<file path="src/pkg/ccic_pkg.sv">
/*
 Shared constants and enumerations for the control-channel I2C configuration block.
 Assumes a 200 MHz core clock; the wide watchdog counts are overridden by top parameters.
*/
package ccic_pkg;

   localparam int CLK_PERIOD_NS = 5;

   // Register offsets and reset values
   localparam logic [7:0] REG_CTRL2_OFS = 8'h06;
   localparam logic [7:0] REG_SER_ADDR_OFS = 8'h07;
   localparam logic [7:0] REG_TGT0_OFS = 8'h08;
   localparam logic [7:0] CTRL2_RST = 8'h00;
   localparam logic [7:0] SER_ADDR_RST = 8'h18;
   localparam logic [7:0] TGT0_RST = 8'h00;

   // Field positions
   localparam int CTRL2_SEQ_ERR_BIT = 7;
   localparam int CTRL2_SEQ_CLR_BIT = 6;
   localparam int CTRL2_DLY_LSB = 3;
   localparam int CTRL2_RMT_LOCK_BIT = 2;
   localparam int CTRL2_WDT_FAST_BIT = 1;
   localparam int CTRL2_WDT_DIS_BIT = 0;
   localparam int ADDR_FIELD_LSB = 1;
   localparam int SER_LOCK_BIT = 0;

   // SDA output delay
   localparam int SDA_DLY_W = 7;
   localparam int SDA_BASE_NS = 250;
   localparam int SDA_STEP_NS = 50;
   localparam logic [6:0] SDA_BASE_CYC = 7'(SDA_BASE_NS / CLK_PERIOD_NS);
   localparam logic [6:0] SDA_STEP_CYC = 7'(SDA_STEP_NS / CLK_PERIOD_NS);

   // Bus watchdog and recovery
   localparam int IDLE_W = 28;
   localparam int WDT_FAST_MS = 50;
   localparam int WDT_SLOW_S = 1;
   localparam int BUS_FREE_S = 1;
   localparam logic [27:0] WDT_FAST_CYC = 28'(WDT_FAST_MS * 1000000 / CLK_PERIOD_NS);
   localparam logic [27:0] WDT_SLOW_CYC = 28'(WDT_SLOW_S * 1000000000 / CLK_PERIOD_NS);
   localparam logic [27:0] BUS_FREE_CYC = 28'(BUS_FREE_S * 1000000000 / CLK_PERIOD_NS);
   localparam int REC_HALF_NS = 5000;
   localparam logic [9:0] REC_HALF_CYC = 10'(REC_HALF_NS / CLK_PERIOD_NS);
   localparam logic [3:0] REC_PULSES = 4'h9;

   typedef enum logic [1:0] {
      REC_IDLE = 2'b00,
      REC_LOW = 2'b01,
      REC_HIGH = 2'b10
   } ccic_rec_e;

   typedef enum logic [2:0] {
      T_IDLE = 3'b000,
      T_ADDR = 3'b001,
      T_ACK = 3'b010,
      T_WR = 3'b011,
      T_RD = 3'b100,
      T_RACK = 3'b101,
      T_SKIP = 3'b110
   } ccic_tgt_e;

endpackage : ccic_pkg

</file>
<file path="src/pkg/ccic_lcl_if.sv">
/*
 Carrier between the local I2C target and the configuration core.
 Assumes both ends run on the same core clock.
*/
`timescale 1ns/1ps
interface ccic_lcl_if;
   logic wr_stb;
   logic [7:0] waddr;
   logic [7:0] wdata;
   logic [7:0] ptr;
   logic [7:0] rdata;
   logic [1:0] sda_dly;
   logic scl_s;
   logic sda_s;
   logic bus_act;
   logic addr_stb;
   logic [7:0] addr_byte;
   modport tgt (output wr_stb, waddr, wdata, ptr, scl_s, sda_s, bus_act, addr_stb, addr_byte,
                input rdata, sda_dly);
   modport core (input wr_stb, waddr, wdata, ptr, scl_s, sda_s, bus_act, addr_stb, addr_byte,
                 output rdata, sda_dly);
endinterface : ccic_lcl_if

</file>
<file path="src/logic/ccic_i2c_tgt.sv">
/*
 Local I2C target: synchronises SCL/SDA, serves register reads and writes at its own
 address and reports any other address byte to the core. Assumes an external pull-up.
*/
`timescale 1ns/1ps
module ccic_i2c_tgt #(
   parameter logic [6:0] DEV_ADDR = 7'h2C
) (
   // Clock and reset
   input wire logic ref_clk_i,
   input wire logic arst_n_i,
   // I2C pins
   input wire logic scl_i,
   input wire logic sda_i,
   output logic sda_o,
   output logic sda_oe_o,
   // Core side
   ccic_lcl_if.tgt lcl
);
   import ccic_pkg::*;

   typedef struct packed {
      logic scl_m; logic scl_s; logic scl_p;
      logic sda_m; logic sda_s; logic sda_p;
      ccic_tgt_e st; logic go_rd; logic [3:0] bitc; logic [7:0] sh; logic [7:0] ptr;
      logic first; logic nack; logic [6:0] dly; logic pend; logic want; logic oe;
      logic wr_stb; logic [7:0] waddr; logic [7:0] wdata; logic addr_stb; logic [7:0] addr_byte;
   } ccic_tgt_s;

   ccic_tgt_s q;
   ccic_tgt_s n;
   logic rise, fall, start, stop, drv_en, drv_val, load_rd;

   assign rise = q.scl_s && !q.scl_p;
   assign fall = !q.scl_s && q.scl_p;
   assign start = q.scl_s && q.scl_p && q.sda_p && !q.sda_s;
   assign stop = q.scl_s && q.scl_p && !q.sda_p && q.sda_s;

   always_comb
   begin
      n = q;
      drv_en = 1'b0;
      drv_val = 1'b0;
      load_rd = 1'b0;
      n.wr_stb = 1'b0;
      n.addr_stb = 1'b0;
      {n.scl_m, n.scl_s, n.scl_p} = {scl_i, q.scl_m, q.scl_s};
      {n.sda_m, n.sda_s, n.sda_p} = {sda_i, q.sda_m, q.sda_s};
      if (q.pend)
      begin
         if (q.dly == 7'h00)
         begin
            n.oe = q.want;
            n.pend = 1'b0;
         end
         else
            n.dly = q.dly - 7'h01;
      end
      if (start || stop)
      begin
         n.st = start ? T_ADDR : T_IDLE;
         n.bitc = 4'h0;
         n.oe = 1'b0;
         n.pend = 1'b0;
      end
      else if (rise)
      begin
         if (q.st == T_ADDR || q.st == T_WR)
         begin
            n.sh = {q.sh[6:0], q.sda_s};
            n.bitc = q.bitc + 4'h1;
         end
         else if (q.st == T_RD)
            n.bitc = q.bitc + 4'h1;
         else if (q.st == T_RACK)
            n.nack = q.sda_s;
      end
      else if (fall)
      begin
         unique case (q.st)
            T_ADDR:
               if (q.bitc == 4'h8)
               begin
                  if (q.sh[7:1] == DEV_ADDR)
                  begin
                     n.st = T_ACK;
                     n.go_rd = q.sh[0];
                     n.first = 1'b1;
                     {drv_en, drv_val} = 2'b11;
                  end
                  else
                  begin
                     n.st = T_SKIP;
                     n.addr_stb = 1'b1;
                     n.addr_byte = q.sh;
                  end
               end
            T_WR:
               if (q.bitc == 4'h8)
               begin
                  n.st = T_ACK;
                  n.go_rd = 1'b0;
                  {drv_en, drv_val} = 2'b11;
                  n.first = 1'b0;
                  if (q.first)
                     n.ptr = q.sh;
                  else
                  begin
                     {n.wr_stb, n.waddr, n.wdata} = {1'b1, q.ptr, q.sh};
                     n.ptr = q.ptr + 8'h01;
                  end
               end
            T_ACK:
               begin
                  n.bitc = 4'h0;
                  load_rd = q.go_rd;
                  n.st = T_WR;
                  {drv_en, drv_val} = 2'b10;
               end
            T_RD:
               begin
                  drv_en = 1'b1;
                  if (q.bitc == 4'h8)
                     n.st = T_RACK;
                  else
                  begin
                     n.sh = {q.sh[6:0], 1'b0};
                     drv_val = !q.sh[6];
                  end
               end
            T_RACK:
               begin
                  load_rd = !q.nack;
                  n.st = T_SKIP;
                  {drv_en, drv_val} = 2'b10;
               end
            T_IDLE, T_SKIP: ;
            default: n.st = T_IDLE;
         endcase
         if (load_rd)
         begin
            n.st = T_RD;
            n.bitc = 4'h0;
            n.sh = lcl.rdata;
            n.ptr = q.ptr + 8'h01;
            drv_val = !lcl.rdata[7];
         end
      end
      if (drv_en)
      begin
         n.pend = 1'b1;
         n.want = drv_val;
         n.dly = SDA_BASE_CYC + 7'(lcl.sda_dly) * SDA_STEP_CYC;
      end
   end

   always_ff @(posedge ref_clk_i or negedge arst_n_i)
   begin
      if (!arst_n_i)
         q <= '{scl_m: 1'b1, scl_s: 1'b1, scl_p: 1'b1, sda_m: 1'b1, sda_s: 1'b1, sda_p: 1'b1,
                st: T_IDLE, default: '0};
      else
         q <= n;
   end

   assign sda_o = 1'b0;
   assign sda_oe_o = q.oe;
   assign lcl.wr_stb = q.wr_stb;
   assign lcl.waddr = q.waddr;
   assign lcl.wdata = q.wdata;
   assign lcl.ptr = q.ptr;
   assign lcl.scl_s = q.scl_s;
   assign lcl.sda_s = q.sda_s;
   assign lcl.bus_act = (q.scl_s ^ q.scl_p) | (q.sda_s ^ q.sda_p);
   assign lcl.addr_stb = q.addr_stb;
   assign lcl.addr_byte = q.addr_byte;

endmodule : ccic_i2c_tgt

</file>
<file path="src/logic/ccic_core.sv">
/*
 Control-channel I2C configuration core: control/status, serializer address, first
 remote target, alias remap, bus watchdog with nine-pulse recovery. Assumes forward
 channel, back channel and remote-write inputs are on the core clock; SCL/SDA are pins.
*/
`timescale 1ns/1ps
module ccic_core #(
   parameter logic [6:0] DEV_ADDR = 7'h2C, // Arbitrary local address
   parameter logic [27:0] WDT_FAST_CYC = ccic_pkg::WDT_FAST_CYC,
   parameter logic [27:0] WDT_SLOW_CYC = ccic_pkg::WDT_SLOW_CYC,
   parameter logic [27:0] BUS_FREE_CYC = ccic_pkg::BUS_FREE_CYC
) (
   // Clock and reset
   input wire logic ref_clk_i,
   input wire logic arst_n_i,
   // Local I2C pins
   input wire logic scl_i,
   output logic scl_o,
   output logic scl_oe_o,
   input wire logic sda_i,
   output logic sda_o,
   output logic sda_oe_o,
   // Forward channel
   input wire logic seq_err_i,
   input wire logic fwd_id_vld_i,
   input wire logic [6:0] fwd_id_i,
   // Remote register writes
   input wire logic rmt_wr_i,
   input wire logic [7:0] rmt_addr_i,
   input wire logic [7:0] rmt_data_i,
   output logic rmt_ack_o,
   output logic rmt_nak_o,
   // Forwarding configuration and request
   input wire logic [6:0] local_alias_addr0_i,
   input wire logic pass_all_i,
   output logic fwd_vld_o,
   output logic [6:0] fwd_addr_o,
   output logic fwd_rnw_o,
   // Bus status
   output logic bus_free_o
);
   import ccic_pkg::*;

   ////////////////////////////////////////////////////////////////////////////////
   // State

   typedef struct packed {
      logic seq_err;
      logic seq_clr;
      logic [1:0] sda_dly;
      logic rmt_lock;
      logic wdt_fast;
      logic wdt_dis;
      logic [6:0] ser_addr;
      logic ser_lock;
      logic [6:0] tgt0;
      logic [27:0] idle;
      logic bus_free;
      ccic_rec_e rec;
      logic [9:0] half;
      logic [3:0] pulses;
      logic scl_oe;
      logic rmt_ack;
      logic rmt_nak;
      logic fwd_vld;
      logic [6:0] fwd_addr;
      logic fwd_rnw;
   } ccic_core_s;

   localparam ccic_core_s CORE_RST = '{
      seq_err: CTRL2_RST[CTRL2_SEQ_ERR_BIT],
      seq_clr: CTRL2_RST[CTRL2_SEQ_CLR_BIT],
      sda_dly: CTRL2_RST[CTRL2_DLY_LSB +: 2],
      rmt_lock: CTRL2_RST[CTRL2_RMT_LOCK_BIT],
      wdt_fast: CTRL2_RST[CTRL2_WDT_FAST_BIT],
      wdt_dis: CTRL2_RST[CTRL2_WDT_DIS_BIT],
      ser_addr: SER_ADDR_RST[ADDR_FIELD_LSB +: 7],
      ser_lock: SER_ADDR_RST[SER_LOCK_BIT],
      tgt0: TGT0_RST[ADDR_FIELD_LSB +: 7],
      rec: REC_IDLE,
      default: '0
   };

   ccic_core_s q;
   ccic_core_s n;
   ccic_lcl_if lcl ();
   logic [6:0] addr7;
   logic [27:0] lim;
   logic ser_hit;
   logic alias_hit;

   ////////////////////////////////////////////////////////////////////////////////
   // Register access

   function automatic ccic_core_s reg_wr(input ccic_core_s s, input logic [7:0] a,
                                         input logic [7:0] d);
      ccic_core_s r;
      r = s;
      if (a == REG_CTRL2_OFS)
      begin
         r.seq_clr = d[CTRL2_SEQ_CLR_BIT];
         r.sda_dly = d[CTRL2_DLY_LSB +: 2];
         r.rmt_lock = d[CTRL2_RMT_LOCK_BIT];
         r.wdt_fast = d[CTRL2_WDT_FAST_BIT];
         r.wdt_dis = d[CTRL2_WDT_DIS_BIT];
      end
      else if (a == REG_SER_ADDR_OFS)
      begin
         r.ser_addr = d[ADDR_FIELD_LSB +: 7];
         r.ser_lock = d[SER_LOCK_BIT];
      end
      else if (a == REG_TGT0_OFS)
         r.tgt0 = d[ADDR_FIELD_LSB +: 7];
      return r;
   endfunction : reg_wr

   function automatic logic [7:0] reg_rd(input ccic_core_s s, input logic [7:0] a);
      logic [7:0] v;
      v = 8'h00;
      if (a == REG_CTRL2_OFS)
      begin
         v[CTRL2_SEQ_ERR_BIT] = s.seq_err;
         v[CTRL2_SEQ_CLR_BIT] = s.seq_clr;
         v[CTRL2_DLY_LSB +: 2] = s.sda_dly;
         v[CTRL2_RMT_LOCK_BIT] = s.rmt_lock;
         v[CTRL2_WDT_FAST_BIT] = s.wdt_fast;
         v[CTRL2_WDT_DIS_BIT] = s.wdt_dis;
      end
      else if (a == REG_SER_ADDR_OFS)
         v = {s.ser_addr, s.ser_lock};
      else if (a == REG_TGT0_OFS)
         v = {s.tgt0, 1'b0};
      return v;
   endfunction : reg_rd

   ccic_i2c_tgt #(
      .DEV_ADDR(DEV_ADDR)
   ) u_tgt (
      .ref_clk_i(ref_clk_i),
      .arst_n_i(arst_n_i),
      .scl_i(scl_i),
      .sda_i(sda_i),
      .sda_o(sda_o),
      .sda_oe_o(sda_oe_o),
      .lcl(lcl.tgt)
   );

   assign lcl.rdata = reg_rd(q, lcl.ptr);
   assign lcl.sda_dly = q.sda_dly;
   assign addr7 = lcl.addr_byte[7:1];
   assign lim = q.wdt_fast ? WDT_FAST_CYC : WDT_SLOW_CYC;
   assign ser_hit = (q.ser_addr != 7'h00) && (addr7 == q.ser_addr);
   assign alias_hit = (local_alias_addr0_i != 7'h00) && (addr7 == local_alias_addr0_i);

   ////////////////////////////////////////////////////////////////////////////////
   // Next state

   always_comb
   begin
      n = q;
      n.rmt_ack = 1'b0;
      n.rmt_nak = 1'b0;
      n.fwd_vld = 1'b0;
      if (fwd_id_vld_i && !q.ser_lock)
         n.ser_addr = fwd_id_i;
      if (rmt_wr_i)
      begin
         if (q.rmt_lock)
            n.rmt_nak = 1'b1;
         else
         begin
            n = reg_wr(n, rmt_addr_i, rmt_data_i);
            n.rmt_ack = 1'b1;
         end
      end
      if (lcl.wr_stb)
         n = reg_wr(n, lcl.waddr, lcl.wdata);
      if (n.seq_clr)
         n.seq_err = 1'b0;
      else if (seq_err_i)
         n.seq_err = 1'b1;
      // Forwarding decision for non-local addresses
      if (lcl.addr_stb)
      begin
         n.fwd_rnw = lcl.addr_byte[0];
         if (ser_hit)
            {n.fwd_vld, n.fwd_addr} = {1'b1, addr7};
         else if (alias_hit)
            {n.fwd_vld, n.fwd_addr} = {1'b1, q.tgt0};
         else if (pass_all_i)
            {n.fwd_vld, n.fwd_addr} = {1'b1, addr7};
      end
      // Bus watchdog and recovery
      unique case (q.rec)
         REC_IDLE:
            begin
               if (lcl.bus_act || q.wdt_dis)
               begin
                  n.idle = '0;
                  n.bus_free = 1'b0;
               end
               else
               begin
                  if (q.idle != '1)
                     n.idle = q.idle + 28'h0000001;
                  if (lcl.sda_s && q.idle >= BUS_FREE_CYC)
                     n.bus_free = 1'b1;
                  if (!lcl.sda_s && q.idle >= lim)
                  begin
                     n.rec = REC_LOW;
                     n.scl_oe = 1'b1;
                     n.half = '0;
                     n.pulses = '0;
                     n.idle = '0;
                     n.bus_free = 1'b0;
                  end
               end
            end
         REC_LOW:
            if (q.half == REC_HALF_CYC - 10'h001)
            begin
               n.rec = REC_HIGH;
               n.scl_oe = 1'b0;
               n.half = '0;
            end
            else
               n.half = q.half + 10'h001;
         REC_HIGH:
            if (q.half == REC_HALF_CYC - 10'h001)
            begin
               n.half = '0;
               n.pulses = q.pulses + 4'h1;
               if (q.pulses == REC_PULSES - 4'h1)
                  n.rec = REC_IDLE;
               else
               begin
                  n.rec = REC_LOW;
                  n.scl_oe = 1'b1;
               end
            end
            else
               n.half = q.half + 10'h001;
         default:
            begin
               n.rec = REC_IDLE;
               n.scl_oe = 1'b0;
            end
      endcase
   end

   always_ff @(posedge ref_clk_i or negedge arst_n_i)
   begin
      if (!arst_n_i)
         q <= CORE_RST;
      else
         q <= n;
   end

   assign scl_o = 1'b0;
   assign scl_oe_o = q.scl_oe;
   assign rmt_ack_o = q.rmt_ack;
   assign rmt_nak_o = q.rmt_nak;
   assign fwd_vld_o = q.fwd_vld;
   assign fwd_addr_o = q.fwd_addr;
   assign fwd_rnw_o = q.fwd_rnw;
   assign bus_free_o = q.bus_free;
endmodule : ccic_core

</file>
<file path="config.mk">
export PLATFORM = sky130hd
export DESIGN_NAME = ccic_core
export DESIGN_NICKNAME = d
export VERILOG_FILES = /design/src/pkg/ccic_pkg.sv /design/src/pkg/ccic_lcl_if.sv /design/src/logic/ccic_i2c_tgt.sv /design/src/logic/ccic_core.sv
export SDC_FILE = /design/constraint.sdc
export NUM_CORES = 1
export LEC_CHECK = 0
export ABC_AREA = 1
export BUFFER_PORTS_ARGS = -buffer_cell sky130_fd_sc_hd__buf_2
export CORE_MARGIN = 2
export CORE_UTILIZATION = 55
export CTS_BUF_LIST = sky130_fd_sc_hd__clkbuf_4 sky130_fd_sc_hd__clkbuf_8 sky130_fd_sc_hd__clkbuf_16
export CTS_CLUSTER_SIZE = 28
export DETAILED_ROUTE_END_ITERATION = 12
export GPL_ROUTABILITY_DRIVEN = 0
export GPL_TIMING_DRIVEN = 0
export HOLD_SLACK_MARGIN = 0.02
export PLACE_DENSITY = 0.7
export SYNTH_ARGS = -nofsm -noshare
export SYNTH_HDL_FRONTEND = slang
export SYNTH_HIERARCHICAL = 1
export SYNTH_SLANG_ARGS = --single-unit
</file>
<file path="constraint.sdc">
create_clock -name ref_clk_i -period 2.6 [get_ports ref_clk_i]
set_clock_uncertainty 0.2 [all_clocks]
set_input_delay 0.13 -clock ref_clk_i [delete_from_list [all_inputs] [get_ports ref_clk_i]]
set_output_delay 0.13 -clock ref_clk_i [all_outputs]
set_load 0.005 [all_outputs]
</file>
* Word-level counts from Yosys, hierarchy flattened *
Cells that the tools add are included.

cells by class
  magnitude comparators = 2
  equal/unequal tests = 36
  $add $sub $neg = 7
  shift operators = 0
  reductions and logical operators = 52
  bitwise operators = 9
  multiplexer cells = 105
  div/mod/pow operators = 0
  $mul = 1

operators by type and width
  kind                                                             number
  78-bit two-way mux                                               2
  8-bit two-way mux                                                13
  26-bit two-way mux                                               3
  17-bit two-way mux                                               4
  68-bit two-way mux                                               1
  29-bit two-way mux                                               2
  28-bit two-way mux                                               2
  9-bit two-way mux                                                6
  8-bit by 3-bit == test with 1-bit output, second input constant  6
  46-bit two-way mux                                               1
  7-bit two-way mux                                                6
  1-bit two-way mux                                                31
  15-bit two-way mux                                               2
  28-bit by 1-bit adder with 28-bit output, second input constant  1
  28-bit greater-or-equal comparator                               1
  28-bit greater-or-equal comparator, second input constant        1
  4-bit two-way mux                                                7
  28-bit inequality test, second input constant                    1
  25-bit two-way mux                                               1
  8-bit by 4-bit == test with 1-bit output, second input constant  3
  20-bit two-way mux                                               1
  10-bit case mux with 2 select lines                              1
  3-bit case mux with 6 select lines                               1
  6-bit AND reduction                                              3
  other kinds (50)                                                 112

storage, ports and cells
  memory bits (read-only) = 0
  bits in latches = 0
  memory bits (writable) = 0
  output and inout port bits = 16
  register bits after elaboration = 147
  input bits = 38
  logic and storage cells = 254
  memories = 0

* Logic depth before layout (Yosys ltp) *
Gate-level depths: netlist of the first run.

  depth in word-level cells = 15
  depth in mapped cells = 17
  depth with buffers taken out = 16

* Cells and area by module *
Netlist of the first run, hierarchy kept.

by module, submodules not included
  module        cells each  times used  area an instance (µm²)
  ccic_core     846         1           5,755.5
  ccic_i2c_tgt  519         1           4,038.9

* Worst setup path after synthesis of the first run *
OpenSTA, ideal clock, no wires.

  path type = reg2reg
  start point = register, netlist name q[73]
  end point = register, netlist name q[25]
  arrival time = 1,884 ps
  clock period less this slack = 2,213 ps
  stages on the path, launching flop included = 15
  setup slack = 387 ps
  setup time = 129 ps
  data required time = 2,271 ps
  cells stage by stage = dfrtp_1 -> inv_1 -> ha_1 -> nand3_1 -> nor2_1 -> nand2_1 -> nor2_1 -> nand2_1 -> nand3_2 -> nand3_1 -> nand2_1 -> nand2_1 -> buf_2 -> nand2_1 -> o21ai_0

==> qor.txt, run 1 <==
Switching share of total power: 30.0%
Clk sink count: 147
Startpoint type of the worst setup path: input pin
Number of placed I/O pins: 54
Slowest CP cell: sky130_fd_sc_hd__dlygate4sd3_1
Portion of total power attributed to sequential cells: 41.8%
Post-synth top area cell: sky130_fd_sc_hd__dfrtp_1
Kind of end point of the critical path: flop
Root Buffer Master: sky130_fd_sc_hd__clkbuf_16
Data arrival at the endpoint of the critical path: 2.58 ns
Final period utilization: 95.2%
Dominant cell by count in the synthesized netlist: sky130_fd_sc_hd__nand2_1
Seq/Total Area, Yosys: 37.7%
Site Rows: 48
Initial Util: 56.4%
Mux cell area share after synthesis: 0.115%
Synth unique cells: 52
Number of nets in the finished design: 1,542
Slowest Stage Delay on Critical Path: 0.58 ns
Initial antenna violation count: 0
Aggregate global routing overflow: 0
Top cells by instance count after synthesis: sky130_fd_sc_hd__nand2_1, sky130_fd_sc_hd__inv_1, sky130_fd_sc_hd__dfrtp_1, sky130_fd_sc_hd__nor2_1, sky130_fd_sc_hd__nand3_1
Post-detailed-routing wire length: 24,700 µm
Type of the worst setup path: in -> reg
Share of post-route cells with drive strength above 1: 16.3%
Area of the core region: 0.0174 mm²
Routed vias: 9,065
Actual transition at the worst max-transition pin: 0.683 ns
Peak ir drop on the vdd network: 506 µV
CTS Buf Count: 17
H-tree Lvls: 4
CP max FO: 10
Placed wire-length estimate: 17,800 µm
Worst relative slew slack: 54.1%
Simple-Gate Fraction of Synth Area: 33.3%
Top cells by area in the synthesized netlist: sky130_fd_sc_hd__dfrtp_1, sky130_fd_sc_hd__nand2_1, sky130_fd_sc_hd__inv_1
Number of port buffers: 51
Number of warnings printed during yosys synthesis: 6
Hold/Removal Path Class: in -> async
Share of synthesized flip-flops with an asynchronous set or reset: 100%
Count of max-cap constraint violations: 0
First-pass GRT wire length: 40,400 µm
Number of enable-type register cells in the synthesized netlist: 0
Total die area: 0.0189 mm²
Outcome: finished, final reports clean
Req. time, crit path: 2.70 ns
Internal: 4.35 mW
Routed vias/inst: 5.31
Ant. Diodes: 0
Die span in x: 137 µm
Total of endpoints with negative setup slack in the final report: 0
Net load switching power: 1.87 mW
Pin count of the biggest net entering global routing: 89
Number of flip-flops and latches in the synthesized netlist: 147
Final Max Tran Viols: 0
Clock latency at the later pin of the worst-skew pair: 0.44 ns
Synthesized net count: 1,437
Post-synthesis compound-gate area fraction: 9.67%
Upper clock frequency limit: 404 MHz
Power density over cell area: 547 mW/mm²
Number of filler cells placed in the layout: 1,543
Starting DRT DRC Count: 854
All-layer global routing usage: 27.3%
Cell area after technology mapping: 0.00979 mm²
Largest family of logic cells by synthesized area: simple AND/OR/NAND/NOR gates
Min Clock Period, post-route: 2.48 ns
Setup Total Neg Slack: 0 ns
Core utilization of the finished layout: 65.5%
Portion of total power attributed to combinational logic: 17.5%
DIE HEIGHT: 137 µm
Lkg Pwr: 5.52 nW
Clock transition at the registers of the reported paths: 0.07 ns
Relative area change from synthesis to final layout: 16.1%
Cells along the critical path: dlygate4sd3_1 > buf_2 > nor2_1 > nand2_1 > nor2_1 > nand3_2 > clkbuf_2 > o211ai_1 > dlygate4sd3_1 > o21ai_0
CTS tree: done
Total Power Consumption: 6.22 mW
Maximum clock insertion buffer count: 2
Adder-cell area share of the yosys netlist: 4.34%
Post-synth top area share: 35.5%
# DRC: 0
Synth Instances: 1,365
Final antenna-violating net count: 0
Relative contribution of the clock network to total power: 40.8%
Area share of xor/xnor cells in the synthesized design: 2.95%
Routed wirelength normalized by instance count: 14.4 µm
Number of global-route vias before repair: 8,138
Number of optimization iterations in the first detailed-route pass: 5
Ys flop type: sky130_fd_sc_hd__dfrtp_1
Hold Fails Final Rpt: 0
Average cell area after synthesis: 7.18 µm²
-- power groups by stage --
stage	clock [mW]	sequential [mW]	combinational, mW
floorplan	0	2.59	0.754
global placement	0	2.63	0.985
detailed placement	0	2.63	1.01
CTS	2.57	2.59	1.07
global route	2.69	2.61	1.25
finish	2.53	2.60	1.09
-- placed cells by master, fill, tap and decap left out, types with 7 or more instances in the layout --
cell type,count
sky130_fd_sc_hd__nand2_1,417
sky130_fd_sc_hd__inv_1,154
sky130_fd_sc_hd__dfrtp_1,137
sky130_fd_sc_hd__nor2_1,110
sky130_fd_sc_hd__nand3_1,97
sky130_fd_sc_hd__o21ai_0,74
sky130_fd_sc_hd__buf_2,58
sky130_fd_sc_hd__buf_4,47
sky130_fd_sc_hd__ha_1,32
sky130_fd_sc_hd__o21ai_1,30
sky130_fd_sc_hd__dlygate4sd3_1,29
sky130_fd_sc_hd__xor2_1,28
sky130_fd_sc_hd__nand4_1,26
sky130_fd_sc_hd__nor3_1,26
sky130_fd_sc_hd__a21oi_1,25
sky130_fd_sc_hd__clkbuf_16,17
sky130_fd_sc_hd__o211ai_1,15
sky130_fd_sc_hd__nand2_2,12
sky130_fd_sc_hd__inv_2,10
sky130_fd_sc_hd__buf_6,10
sky130_fd_sc_hd__nand3_2,9
sky130_fd_sc_hd__or2_2,9
sky130_fd_sc_hd__dfstp_2,8
sky130_fd_sc_hd__nor2_2,7
sky130_fd_sc_hd__nand2_4,7
-- metrics by stage --
| stage | setup slack (ns) | cell area, µm² | cells | hold slack [ns] |
|---|---|---|---|---|
| global route | -0.0117 | 11400 | 1708 | 0.0871 |
| global placement | -1.03 | 10300 | 1641 | 0.0353 |
| detailed placement | -0.307 | 10400 | 1642 | -0.0593 |
| finish | 0.125 | 11400 | 1708 | 0.0287 |
| floorplan | 0.387 | 9790 | 1365 | -0.366 |
| CTS | 0.0229 | 11300 | 1704 | 0.0422 |
-- logic make-up (layout without fill, tap and decap cells) --
family	after synthesis	after routing
AOI/OAI and AO/OA	166	166
xor gates and xnor gates	33	33
adders and majority gates	34	34
buffers and inverters	240	358
DFF	147	147
muxes	1	1
other	2	2
and+or+nand+nor	742	742
-- critical path: cells and delay by family --
kind            cells  cell delay, ns
buf+inv             4            1.52
simple gates        4            0.63
compound gates      2            0.29
-- per-layer routing --
layer	vias to the layer above	GRT usage, %	part of all wire, %
li1	4554	-	-
met1	4230	40.5	49
met2	256	41.4	45
met3	25	4.49	5.4
met4	0	7.27	1.3
met5	-	0	0
-- area by class of cell --
cell class	count	area (µm²)	area share [%]
multi-input combinational	978	4990	43.9
inverter	170	654	5.76
clock inverter	14	165	1.45
timing repair buffer	86	621	5.46
sequential	147	3690	32.5
clock buffer	18	439	3.86
tap	225	282	2.48
buffer	70	526	4.62
-- sequential cells by signal, indices dropped and copies added (netlist names) --
| register | cells |
|---|---|
| u_tgt/lcl.sda_s | 1 |
| rmt_ack_o | 1 |
| u_tgt/lcl.wdata | 8 |
| u_tgt/sda_oe_o | 1 |
| u_tgt/lcl.addr_byte | 8 |
| u_tgt/lcl.addr_stb | 1 |
| u_tgt/lcl.ptr | 8 |
| scl_oe_o | 1 |
| u_tgt/n | 2 |
| bus_free_o | 1 |
| lcl.sda_dly | 2 |
| u_tgt/lcl.waddr | 8 |
| fwd_rnw_o | 1 |
| u_tgt/lcl.wr_stb | 1 |
| u_tgt/q | 29 |
| u_tgt/lcl.scl_s | 1 |
| fwd_vld_o | 1 |
| fwd_addr_o | 7 |
| rmt_nak_o | 1 |
| q | 64 |
-- what timing repair did --
action | 4_1_cts | 5_1_grt
endpoints found under the hold margin | 116 | 0
hold buffers | 29 | 0
pin swaps | 0 | 1
buffers inserted | 1 | 4
setup endpoints to repair | 49 | 44
gates resized for setup | 2 | 24
-- final timing paths --
check	from	endpoint	slack, ns	cells after the start
setup / recovery	rmt_addr_i[6]	q[65]	0.12	10
hold / removal	arst_n_i	q[43]	0.03	2
setup reg to reg	q[73]	q[38]	0.15	15
hold reg to reg	u_tgt/n[66]	u_tgt/lcl.scl_s	0.16	0
max in group asynchronous	arst_n_i	u_tgt/lcl.ptr[2]	1.30	3
min in group ref_clk_i	rmt_addr_i[0]	q[60]	0.05	6
No activity file was read; power rests on OpenSTA's default activity.
==> run 2: changes to the inputs <==
--- a/config.mk
+++ b/config.mk
@@ -13,7 +13,6 @@
 export CTS_CLUSTER_SIZE = 28
 export DETAILED_ROUTE_END_ITERATION = 12
 export GPL_ROUTABILITY_DRIVEN = 0
-export GPL_TIMING_DRIVEN = 0
 export HOLD_SLACK_MARGIN = 0.02
 export PLACE_DENSITY = 0.7
 export SYNTH_ARGS = -nofsm -noshare
==> run 2 against run 1 <==
Against the previous run: non-clock buffer count shrank 41; clock-buffer cell count did not move; largest power group unchanged; largest cell class unchanged; maximum frequency grew 2.3%; via count fell by 2.5%; combinational power is essentially flat; setup slack gained 0.055 ns; clock power fell by 4%; critical path depth increased by 7; sequential share of layout area up 0.88 points; utilization fell by 1.8 points; cell area down 2.7%.
==> qor.txt, run 2 (synthesized netlist as in run 1, its figures left out) <==
H-tree Lvls: 4
Kind of end point of the critical path: flop
Setup Total Neg Slack: 0 ns
Final antenna-violating net count: 0
Site Rows: 48
Hold/Removal Path Class: in -> async
Routed vias/inst: 5.30
Worst Slack Setup Final: 0.180 ns
Leading cell type in the layout, fill and taps excluded: sky130_fd_sc_hd__nand2_1
Register-to-register setup slack: 0.18 ns
Pin count of the biggest net entering global routing: 64
Actual transition at the worst max-transition pin: 0.625 ns
Ant. Diodes: 0
Worst relative slew slack: 58.2%
Number of port buffers: 51
Clock transition at the registers of the reported paths: 0.06 ns
Share of post-route cells with drive strength above 1: 14.1%
CTS tree: done
Initial Util: 56.4%
Data arrival at the endpoint of the critical path: 2.53 ns
Routed wirelength normalized by instance count: 14.3 µm
Die span in x: 137 µm
Final Max Tran Viols: 0
Clk sink count: 147
First-pass GRT wire length: 39,400 µm
Clock latency at the later pin of the worst-skew pair: 0.43 ns
CTS Buf Count: 17
Commonest cells after routing, fill and taps aside: sky130_fd_sc_hd__nand2_1, sky130_fd_sc_hd__inv_1, sky130_fd_sc_hd__dfrtp_1
Power density over cell area: 550 mW/mm²
Placed wire-length estimate: 17,500 µm
Area of all placed cells without fillers: 0.0111 mm²
Number of nets in the finished design: 1,501
Total of endpoints with negative setup slack in the final report: 0
Number of optimization iterations in the first detailed-route pass: 5
Hold Fails Final Rpt: 0
Register bank with the most flops: q
Total die area: 0.0189 mm²
Largest regs: q x64, u_tgt/q x29
Lkg Pwr: 5.33 nW
Aggregate global routing overflow: 0
Type of the worst setup path: reg -> reg
Number of global-route vias before repair: 7,943
Worst hold margin: 0.0710 ns
All-layer global routing usage: 26.4%
Initial antenna violation count: 0
Critical register-to-register path startpoint: q[73]
Req. time, crit path: 2.71 ns
Placement-stage worst setup slack: -0.0270 ns
Root Buffer Master: sky130_fd_sc_hd__clkbuf_16
Number of placed I/O pins: 54
Max FFs per register: 64
Cell area after placement: 0.0101 mm²
Post-detailed-routing wire length: 23,900 µm
Peak ir drop on the vdd network: 560 µV
Dpl cells: 1,600
Startpoint type of the worst setup path: flop
CP max FO: 11
Core utilization of the finished layout: 63.7%
Area of the core region: 0.0174 mm²
# DRC: 0
Outcome: finished, final reports clean
Routed vias: 8,842
Destination of the worst register-to-register timing path: q[46]
Relative area change from synthesis to final layout: 13.0%
Upper clock frequency limit: 413 MHz
Number of non-filler instances in the completed layout: 1,667
DIE HEIGHT: 137 µm
Count of max-cap constraint violations: 0
Worst Reg2Reg Path Length in Cells: 17
Final period utilization: 93.1%
Maximum clock insertion buffer count: 2
Total Power Consumption: 6.08 mW
Starting DRT DRC Count: 771
Min Clock Period, post-route: 2.42 ns
run 2: routing by layer:
layer | GRT usage [%] | wire (µm) | vias to the layer above
met4 | 6.99 | 393 | 0
met1 | 39.0 | 11600 | 4079
met2 | 39.9 | 10600 | 256
li1 | - | - | 4472
met3 | 4.86 | 1250 | 35
met5 | 0 | 0 | -
run 2: worst max-delay path by stage:
| stage | startpoint | to | cells after the start |
|---|---|---|---|
| 2_1_floorplan | q[73] | q[25] | 14 |
| 3_3_place_gp | q[73] | q[19] | 14 |
| 3_5_place_dp | q[73] | q[20] | 14 |
| 4_1_cts | u_tgt/lcl.waddr[3] | q[78] | 8 |
| 5_1_grt | q[73] | q[34] | 17 |
| 6_report | q[73] | q[46] | 17 |
run 2: cell type report:
cell class,count,area (µm²)
tap,225,282
timing repair buffer,115,875
inverter,170,651
clock inverter,14,144
sequential,147,3690
fill,1556,6290
multi-input combinational,978,4980
clock buffer,18,439
run 2: report_power, final:
group / switching (mW) / internal [mW]
clock: 1.06 / 1.37
combinational: 0.647 / 0.413
sequential: 0.140 / 2.45
total: 1.84 / 4.24
run 2: worst max-delay path, stage by stage, from the launching register on:
cell,delay [ns]
sky130_fd_sc_hd__dfrtp_2,0.42
sky130_fd_sc_hd__buf_4,0.17
sky130_fd_sc_hd__ha_1,0.28
sky130_fd_sc_hd__nand2_2,0.09
sky130_fd_sc_hd__inv_1,0.04
sky130_fd_sc_hd__nand2_1,0.05
sky130_fd_sc_hd__nand2_1,0.05
sky130_fd_sc_hd__nand2_1,0.05
sky130_fd_sc_hd__nand2_1,0.06
sky130_fd_sc_hd__nor2_2,0.11
sky130_fd_sc_hd__nand3_2,0.12
sky130_fd_sc_hd__nand2_2,0.13
sky130_fd_sc_hd__nand2_1,0.07
sky130_fd_sc_hd__nand2_2,0.10
sky130_fd_sc_hd__inv_1,0.08
sky130_fd_sc_hd__buf_6,0.15
sky130_fd_sc_hd__nand3_1,0.08
sky130_fd_sc_hd__nand2_1,0.05
run 2: repair_timing:
action	4_1_cts	5_1_grt
hold buffers	30	0
endpoints found under the hold margin	169	0
pin swaps	0	2
setup endpoints to repair	14	45
buffers inserted	0	5
resized for setup	1	14
